File: src/cms_pkg.sv
/*
  Constants, request carriers and state codes for the configuration
  master clock selector.
  Assumes a single 125 MHz system clock.
*/
package cms_pkg;
  // System clock rate
  localparam int CLK_KHZ = 125000;
  // Fixed power-up and default frequencies
  localparam int POWERUP_KHZ = 3100;
  localparam int DEFAULT_KHZ = 2500;
  localparam int NUM_PLAIN = 18;
  localparam int NUM_ENC = 3;
  localparam int CODE_W = 5;
  localparam int CNT_W = 8;
  // Selectable frequencies, index is the selection code
  localparam int PLAIN_KHZ [NUM_PLAIN] = '{2500, 4300, 5400, 6900, 8100,
    9200, 10000, 13000, 15000, 20000, 26000, 30000, 34000, 41000, 45000,
    55000, 60000, 130000};
  localparam int ENC_KHZ [NUM_ENC] = '{2500, 5400, 10000};

  // Half period in system cycles, rounded down, never below one
  function automatic logic [CNT_W-1:0] half_count(input int khz);
    int c;
    c = CLK_KHZ / (2 * khz);
    if (c < 1) begin
      c = 1;
    end
    return CNT_W'(c);
  endfunction

  localparam logic [CNT_W-1:0] POWERUP_HALF = half_count(POWERUP_KHZ);
  localparam logic [CNT_W-1:0] DEFAULT_HALF = half_count(DEFAULT_KHZ);

  // Clock-selection bits from the bitstream
  typedef struct packed {
    logic valid;
    logic choice_given;
    logic encrypted;
    logic [CODE_W-1:0] code;
  } cms_sel_req_t;

  // Soft error check control and result
  typedef struct packed {
    logic start;
    logic result_valid;
    logic result_bad;
    logic reload_mode;
    logic error_clear;
  } cms_chk_req_t;

  typedef enum logic [2:0] {
    CHK_IDLE = 3'b001,
    CHK_RUN = 3'b010,
    CHK_DONE = 3'b100
  } cms_chk_state_t;
endpackage

File: src/cms_master_clock.sv
/*
  Configuration master clock selector with soft error check sequencing.
  Assumes all inputs come from logic on clk; the generated clock is a
  divided square wave of clk, so frequencies above clk/2 saturate.
*/
`timescale 1ns/1ps
`default_nettype none
module cms_master_clock (
  input wire logic clk,
  input wire logic srst,
  input wire cms_pkg::cms_sel_req_t sel,
  input wire logic config_done,
  input wire logic user_active,
  input wire logic user_route_en,
  input wire cms_pkg::cms_chk_req_t chk,
  output logic config_master_clock,
  output logic user_clock_src,
  output logic sel_reject,
  output logic soft_error_check_busy,
  output logic soft_error_check_refused,
  output logic reload_request,
  output logic soft_error_flag
);
  import cms_pkg::*;

  logic [CNT_W-1:0] half_reg, half_next, pend_reg, pend_next;
  logic [CNT_W-1:0] cnt_reg, cnt_next, req_half;
  logic clk_reg, clk_next, user_reg, user_next, route_reg, route_next;
  logic reject_reg, reject_next, code_ok, accept;
  cms_chk_state_t st_reg, st_next;
  logic bad_reg, bad_next, err_reg, err_next, reload_reg, reload_next;
  logic busy_reg, busy_next, refused_reg, refused_next;

  // Decode the selection code against the table of the current mode
  always_comb begin
    code_ok = 1'b0;
    req_half = DEFAULT_HALF;
    if (!sel.choice_given) begin
      code_ok = 1'b1;
    end else if (sel.encrypted) begin
      for (int i = 0; i < NUM_ENC; i++) begin
        if (sel.code == CODE_W'(i)) begin
          code_ok = 1'b1;
          req_half = half_count(ENC_KHZ[i]);
        end
      end
    end else begin
      for (int i = 0; i < NUM_PLAIN; i++) begin
        if (sel.code == CODE_W'(i)) begin
          code_ok = 1'b1;
          req_half = half_count(PLAIN_KHZ[i]);
        end
      end
    end
  end

  // A selection is taken when no choice is given or its code is legal in its mode
  assign accept = sel.valid && code_ok;

  // Divider; a new half period is only taken at a phase boundary
  always_comb begin
    pend_next = accept ? req_half : pend_reg;
    reject_next = sel.valid && !code_ok;
    half_next = half_reg;
    clk_next = clk_reg;
    cnt_next = cnt_reg + 1'b1;
    if (cnt_reg >= half_reg - 1'b1) begin
      cnt_next = '0;
      clk_next = ~clk_reg;
      half_next = pend_next;
    end
    // Routing enable changes only while the clock is low
    route_next = clk_next ? route_reg : user_route_en;
    user_next = clk_next & route_next;
  end

  // Clock generator registers
  always_ff @(posedge clk) begin
    if (srst) begin
      half_reg <= POWERUP_HALF;
      pend_reg <= POWERUP_HALF;
      cnt_reg <= '0;
      clk_reg <= 1'b0;
      user_reg <= 1'b0;
      route_reg <= 1'b0;
      reject_reg <= 1'b0;
    end else begin
      half_reg <= half_next;
      pend_reg <= pend_next;
      cnt_reg <= cnt_next;
      clk_reg <= clk_next;
      user_reg <= user_next;
      route_reg <= route_next;
      reject_reg <= reject_next;
    end
  end

  // Soft error check sequencer
  always_comb begin
    st_next = st_reg;
    bad_next = bad_reg;
    reload_next = 1'b0;
    refused_next = 1'b0;
    err_next = err_reg & ~chk.error_clear;
    case (st_reg)
      CHK_IDLE: begin
        if (chk.start) begin
          if (config_done && !user_active) begin
            st_next = CHK_RUN;
          end else begin
            refused_next = 1'b1;
          end
        end
      end
      CHK_RUN: begin
        if (user_active) begin
          st_next = CHK_IDLE;
        end else if (chk.result_valid) begin
          bad_next = chk.result_bad;
          st_next = CHK_DONE;
        end
      end
      CHK_DONE: begin
        st_next = CHK_IDLE;
        if (bad_reg && chk.reload_mode) begin
          reload_next = 1'b1;
        end
        if (bad_reg && !chk.reload_mode) begin
          err_next = 1'b1;
        end
      end
      default: begin
        st_next = CHK_IDLE;
      end
    endcase
    busy_next = (st_next != CHK_IDLE);
  end

  // Checker registers
  always_ff @(posedge clk) begin
    if (srst) begin
      st_reg <= CHK_IDLE;
      bad_reg <= 1'b0;
      err_reg <= 1'b0;
      reload_reg <= 1'b0;
      busy_reg <= 1'b0;
      refused_reg <= 1'b0;
    end else begin
      st_reg <= st_next;
      bad_reg <= bad_next;
      err_reg <= err_next;
      reload_reg <= reload_next;
      busy_reg <= busy_next;
      refused_reg <= refused_next;
    end
  end

  // Outputs come straight from their registers
  assign config_master_clock = clk_reg;
  assign user_clock_src = user_reg;
  assign sel_reject = reject_reg;
  assign soft_error_check_busy = busy_reg;
  assign soft_error_check_refused = refused_reg;
  assign reload_request = reload_reg;
  assign soft_error_flag = err_reg;
endmodule
`default_nettype wire

File: config.mk
export PLATFORM = sky130hd
export DESIGN_NAME = cms_master_clock
export DESIGN_NICKNAME = d
export VERILOG_FILES = /design/src/cms_pkg.sv /design/src/cms_master_clock.sv
export SDC_FILE = /design/constraint.sdc
export NUM_CORES = 1
export LEC_CHECK = 0
export ABC_CLOCK_PERIOD_IN_PS = 2200
export BUFFER_PORTS_ARGS = -buffer_cell sky130_fd_sc_hd__buf_2
export CELL_PAD_IN_SITES_DETAIL_PLACEMENT = 1
export CELL_PAD_IN_SITES_GLOBAL_PLACEMENT = 1
export CORE_MARGIN = 5
export CORE_UTILIZATION = 38
export DETAILED_ROUTE_END_ITERATION = 6
export PLACE_DENSITY = 0.8
export SKIP_LAST_GASP = 1
export SYNTH_ARGS = -nofsm -noshare
export SYNTH_HDL_FRONTEND = slang
export SYNTH_SLANG_ARGS = --single-unit
File: constraint.sdc
create_clock -name clk -period 2.2 [get_ports clk]
set_input_delay 0.22 -clock clk [delete_from_list [all_inputs] [get_ports clk]]
set_output_delay 0.22 -clock clk [all_outputs]
set_load 0.03 [all_outputs]
==> results of run 1 <==
-- cell usage in the layout, fill, tap and decap left out, drive strengths merged, types with 2 or more instances in the layout --
cell type and instances:
nor2 24, ha 10, a21o 2, a2111oi 2
nor2b 3, nor4 2, nand2 19, nand3 11
o21a 3, xor2 6, a21oi 9, buf 39
xnor2 7, nor3b 2, o21ai 4, a31oi 3
clkbuf 6, nand2b 5, inv 8, o22ai 2
and3 6, nor3 6, o31ai 3, dfxtp 36
and2 3, mux2i 4
-- area by class of cell --
class,count,area share (%)
multi-input cells,151,49.9
flip-flops and latches,36,30.8
repair buffers,39,10.4
clock buffers,6,3.09
well taps,54,2.88
clock inverters,2,1.49
inverters,8,1.39
-- logic make-up (layout without fill, tap and decap cells) --
family          count (synthesis)  in the layout  share of synthesized area [%]
fa+ha+maj                      10             10                           7.01
xor+xnor                       13             13                           6.38
buf+inv                        17             55                           4.56
mux                             4              4                           2.24
compound gates                 38             38                           15.4
flops                          36             36                           40.4
simple gates                   86             86                           24.0
-- through the flow --
stage	util, %	instance area (sq um)	setup WS, ns	instances
after floorplan	-	1800	0.0104	204
after global placement	43.8	2030	-0.0618	285
after detailed placement	43.8	2030	-0.199	285
after CTS	48.3	2240	-0.105	295
after global routing	50.7	2350	-0.252	296
final	50.7	2350	-0.123	296
-- how the worst max path moves through the flow --
stage,end,slack (ns),depth (start not counted)
after floorplan,route_reg$_SDFF_PP0_,0.01,11
after global placement,route_reg$_SDFF_PP0_,-0.06,11
after detailed placement,route_reg$_SDFF_PP0_,-0.20,11
after CTS,route_reg$_SDFF_PP0_,-0.10,10
after global routing,half_reg[6]$_SDFFE_PP0N_,-0.25,12
final,route_reg$_SDFF_PP0_,-0.12,11
-- power breakdown --
part | total [mW] | internal [mW] | switching (mW)
registers | 0.676 | 0.666 | 0.00959
clock network | 0.570 | 0.336 | 0.234
logic | 0.138 | 0.0534 | 0.0849
-- routing by layer --
layer  global-route usage [%]  up-vias  wire length, microns
met4                     4.90        0                    67
met1                     18.4      766                  2080
met3                     3.67        7                   135
met5                        0        -                     0
li1                         -      794                     -
met2                     27.3       24                  2440
-- worst max-delay path, delay by kind of cell (launching register included) --
| family | cells | cell delay, ns |
|---|---|---|
| xor gates and xnor gates | 2 | 0.35 |
| adders and majority gates | 2 | 0.43 |
| muxes | 1 | 0.20 |
| DFF | 1 | 0.32 |
| buffers and inverters | 1 | 0.11 |
| AOI/OAI and AO/OA | 2 | 0.46 |
| and+or+nand+nor | 3 | 0.38 |
-- what timing repair did --
| action | in CTS | in global routing |
|---|---|---|
| gates cloned | 1 | 0 |
| gates resized for setup | 20 | 26 |
| pin swaps | 17 | 5 |
| setup endpoints to repair | 18 | 19 |
| hold endpoints to repair | 0 | 0 |
| setup buffers | 1 | 1 |
==> metrics, run 1 <==
WS Path Type=flop to flop; Fmax=430 MHz; CP Capture Type=flop; run status=finished, violations left; most used flip-flop cell after synthesis=dfxtp_1; top-count cell post-synth=dfxtp_1; Detailed Route WL=4.73 mm; vias in the first global route=about 1,600; layout cells sized above 1=roughly a third; arrival time worst endpoint=between 2 and 3 ns; Clock Path Buffers=2; reg2reg path depth=11; cell accounting for the most synthesized area=dfxtp_1; Net Count, Synth=between 200 and 250; Post-Synthesis Cells=about 200; antenna-violating nets left=0; Num CTS Buffers=5; initial antenna violation count=0; GRT overflow=0; FILL cells=around 540; YS warnings=0; RSZ-0062 raised after global routing=true; FF/Latch Area=723 sq um; row cnt=25; Fin Hold WS=between 0.15 and 0.2 ns; port buffer count=24; 1st-iter DRT viols=61; CTS tree=yes; drt pass-1 iters=4; hold buffers post-CTS=0; min-delay src=chk[2]; failing checks=negative setup slack; TNS Setup=-1.27 ns; # setup viols final=18; H-tree Lvls=2; Async SR Flop Fraction=0%; min Tclk post-route=2.32 ns; Slew @ Worst Pin=0.611 ns; Pwr per Cell Area=between 500 and 600 nW/um^2; Total GRT Usage=15.5%; clk sinks=36; Mean Syn Cell Area=between 8 and 9 sq um; post-synthesis sequential area ratio=40.4%; total design power=~1.4 mW; Core Region=around 4600 sq um; Net count, final=between 200 and 300; crit-path max cell delay=about 0.32 ns; I/O pins=25; Max VDD drop=about 0.33 mV; worst setup margin=-0.123 ns; synth cell count leaders=36 x dfxtp_1, 24 x nor2_1, 19 x nand2_1; vias=approximately 1,600; pin count of the biggest net entering global routing=17; Mapped Area=between 1500 and 2000 sq um; Synth top area share=between 40 and 50%; Critical-path top delay cell=dfxtp_1; EDFF count, synth=0; FF-to-FF End=route_reg$_SDFF_PP0_; Clock Root Buffer=clkbuf_8; DP Wirelength=3.10 mm; post-route clock period utilization=106%; CP cell instances=inv_2 > ha_4 > nand2_4 > nor3_4 > xnor2_2 > ha_1 > and2_4 > a221oi_4 > o21ai_4 > xnor2_2 > mux2i_1; die area=6170 sq um; worst hold stages=3; Starting Density=about two fifths; DRC Markers=0; Crit Path Max Fanout=3; class of the worst hold path=input pin to flop; reg2reg setup slack=-0.12 ns; clock latency on the worst-skew pair=0.28 ns; post-synth cell types=46; multi-input logic area=around 1200 sq um; Startpoint Class=flop; Worst Skew=a little over 0.005 ns; #FFs+latches synth=36; vias per inst=around 5.4; worst hold path endpoint=bad_reg$_SDFFE_PP0P_; GP Congestion=0.746; most frequent CP cell=xnor2_2; dominant cells by area after synthesis=dfxtp_1 40%, ha_1 7.0%, nor2_1 5.0%; CP required=2.42 ns; Rel. slew slack=59.2%; Area Growth Syn to Fin=31.6%; Max Cap Viol=0; first-pass GRT wire length=7.59 mm; R2R Path Start=half_reg[1]$_SDFFE_PP0N_; die width=around 80 microns; CP startpoint=half_reg[1]$_SDFFE_PP0N_; Worst-path clk slew=around 0.070 ns; Slew Viols, Final=0; n_diodes=0; wire length per cell=~16 microns; Fin. Hold Viols=0; Die Height=~79 microns; P_leak=between 0.9 and 1 nW
No activity file was read; power rests on OpenSTA's default activity.
==> run 2: changes to the inputs <==
--- a/config.mk
+++ b/config.mk
@@ -5,14 +5,15 @@
 export SDC_FILE = /design/constraint.sdc
 export NUM_CORES = 1
 export LEC_CHECK = 0
-export ABC_CLOCK_PERIOD_IN_PS = 2200
+export ABC_CLOCK_PERIOD_IN_PS = 2300
 export BUFFER_PORTS_ARGS = -buffer_cell sky130_fd_sc_hd__buf_2
 export CELL_PAD_IN_SITES_DETAIL_PLACEMENT = 1
 export CELL_PAD_IN_SITES_GLOBAL_PLACEMENT = 1
 export CORE_MARGIN = 5
-export CORE_UTILIZATION = 38
+export CORE_UTILIZATION = 42
 export DETAILED_ROUTE_END_ITERATION = 6
-export PLACE_DENSITY = 0.8
+export PLACE_DENSITY = 0.84
+export SETUP_SLACK_MARGIN = 0.1
 export SKIP_LAST_GASP = 1
 export SYNTH_ARGS = -nofsm -noshare
 export SYNTH_HDL_FRONTEND = slang
==> constraint.sdc (replaced) <==
create_clock -name clk -period 2.3 [get_ports clk]
set_input_delay 0.23 -clock clk [delete_from_list [all_inputs] [get_ports clk]]
set_output_delay 0.23 -clock clk [all_outputs]
set_load 0.03 [all_outputs]
==> run 2 against run 1 <==
The run still ends with negative setup slack left; via count is 9.5% higher; hold slack got worse by 0.0086 ns; count of clock-buffer cells in the layout stayed put; wire length increased by 24%; critical endpoint is now half_reg[2]$_SDFFE_PP1N_; largest power group unchanged; highest routed layer unchanged.
==> metrics, run 2 (synthesis gave the netlist of run 1 again) <==
run status=finished, violations left; failing checks=negative setup slack; post-route clock period utilization=108%; Worst Skew=between 0.008 and 0.009 ns; P_leak=1.01 nW; GP Congestion=approximately 0.74; Total GRT Usage=between 20 and 25%; worst setup margin=-0.179 ns; # setup viols final=19; min Tclk post-route=between 2 and 2.5 ns; class of the worst hold path=input pin to flop; Area Growth Syn to Fin=36.9%; RSZ-0062 raised after global routing=true; final cell count without fillers=~300; Starting Density=44.0%; vias in the first global route=between 1,500 and 2,000; arrival time worst endpoint=approximately 2.6 ns; Die Height=approximately 75 microns; Sequential Power Share=a little under half; WS Path Type=flop to flop; Core Region=approximately 4100 sq um; GRT overflow=0; Net count, final=roughly 270; row cnt=23; pin count of the biggest net entering global routing=17; Startpoint Class=flop; vias=1,742; antenna-violating nets left=0; FILL cells=454; Net Sw Frac=around a quarter; wire length per cell=about 20 microns; Placed Instances=approximately 280; 1st-iter DRT viols=between 70 and 80; first-pass GRT wire length=around 8.6 mm; DRC Markers=0; layout cells sized above 1=a little over a third; Detailed Route WL=5.85 mm; commonest cells after routing, fill and taps aside=33 x dfxtp_1, 24 x buf_2, 16 x nand2_1; CTS tree=yes; FF/Latch Area=about 730 sq um; drt pass-1 iters=4; Clock Root Buffer=clkbuf_8; n_diodes=0; Slew Viols, Final=0; Fin. Hold Viols=0; Fin Hold WS=0.178 ns; die width=~75 microns; I/O pins=25; vias per inst=a little under 6; Slew @ Worst Pin=~1.3 ns; clock share of power=41.6%; Max Cap Viol=0; Num CTS Buffers=5; clk sinks=36; CP Capture Type=flop; Max VDD drop=about 0.45 mV; multi-input logic area=about 1200 sq um; die area=around 5700 sq um; DP Wirelength=between 3 and 4 mm; port buffer count=24; Pwr per Cell Area=approximately 550 nW/um^2; Clock Path Buffers=2; Psw=between 0.3 and 0.4 mW; H-tree Lvls=2; Logic pwr share=10.5%; Rel. slew slack=between 10% and 20%; Crit Path Max Fanout=6; clock latency on the worst-skew pair=approximately 0.30 ns; CP required=~2.4 ns; commonest non-fill, non-tap cell in the layout=dfxtp_1; Fmax=~400 MHz; internal power=between 1 and 1.5 mW; initial antenna violation count=0; Worst-path clk slew=0.08 ns
==> run 2: timing repair <==
action	CTS	global route
endpoints found under the setup margin	19	19
setup buffers	7	6
hold buffers	0	0
gates resized for setup	33	29
pin swaps	23	11
cloned	0	0
==> run 2: final timing paths <==
| kind | end | cells past startpoint | slack (ns) | start |
|---|---|---|---|---|
| max reg2reg | half_reg[2]$_SDFFE_PP1N_ | 11 | -0.18 | half_reg[3]$_SDFFE_PP0N_ |
| max | half_reg[2]$_SDFFE_PP1N_ | 11 | -0.18 | half_reg[3]$_SDFFE_PP0N_ |
| min reg2reg | user_clock_src$_SDFF_PP0_ | 2 | 0.46 | route_reg$_SDFF_PP0_ |
| min | bad_reg$_SDFFE_PP0P_ | 3 | 0.18 | chk[2] |
==> run 2: power groups by stage <==
stage / sequential [mW] / clock (mW) / combinational, mW
floorplan: 0.663 / 0 / 0.0788
global placement: 0.661 / 0 / 0.115
detailed placement: 0.661 / 0 / 0.120
CTS: 0.647 / 0.560 / 0.123
global route: 0.648 / 0.599 / 0.152
finish: 0.646 / 0.561 / 0.142
==> run 2: metal layers <==
metal	share of wire, %	wire (microns)	track usage, %
met1	40	2350	23.2
met2	50	2940	36.1
met3	5.2	303	6.68
met4	4.3	253	8.54
met5	0	0	0
==> run 2: through the flow <==
step | TNS (ns) | total power, mW | cell area, sq um | util [%] | worst slack (ns)
after floorplan | 0 | 0.742 | 1800 | - | 0.110
after global placement | 0 | 0.775 | 1980 | 48.8 | 0.0238
after detailed placement | -1.30 | 0.782 | 1980 | 48.8 | -0.150
after CTS | -0.161 | 1.33 | 2260 | 55.7 | -0.0633
after global routing | -3.20 | 1.40 | 2440 | 60.2 | -0.306
final | -1.43 | 1.35 | 2440 | 60.2 | -0.179
==> run 2: layout make-up <==
type	instances	share of cell area (%)
multi-input combinational	151	50.0
sequential	36	29.8
timing repair buffer	43	11.8
clock buffer	6	2.97
tap	50	2.56
clock inverter	2	1.43
inverter	8	1.43
==> run 2: worst max-delay path: stages, from the launching register on <==
cell	delay (ns)
dfxtp_2	0.34
nor2_4	0.15
nand3_4	0.11
nor4_4	0.16
xnor2_1	0.14
ha_1	0.35
and2_4	0.17
a221oi_4	0.33
o21ai_4	0.11
buf_6	0.15
nor3_1	0.20
a31oi_1	0.10
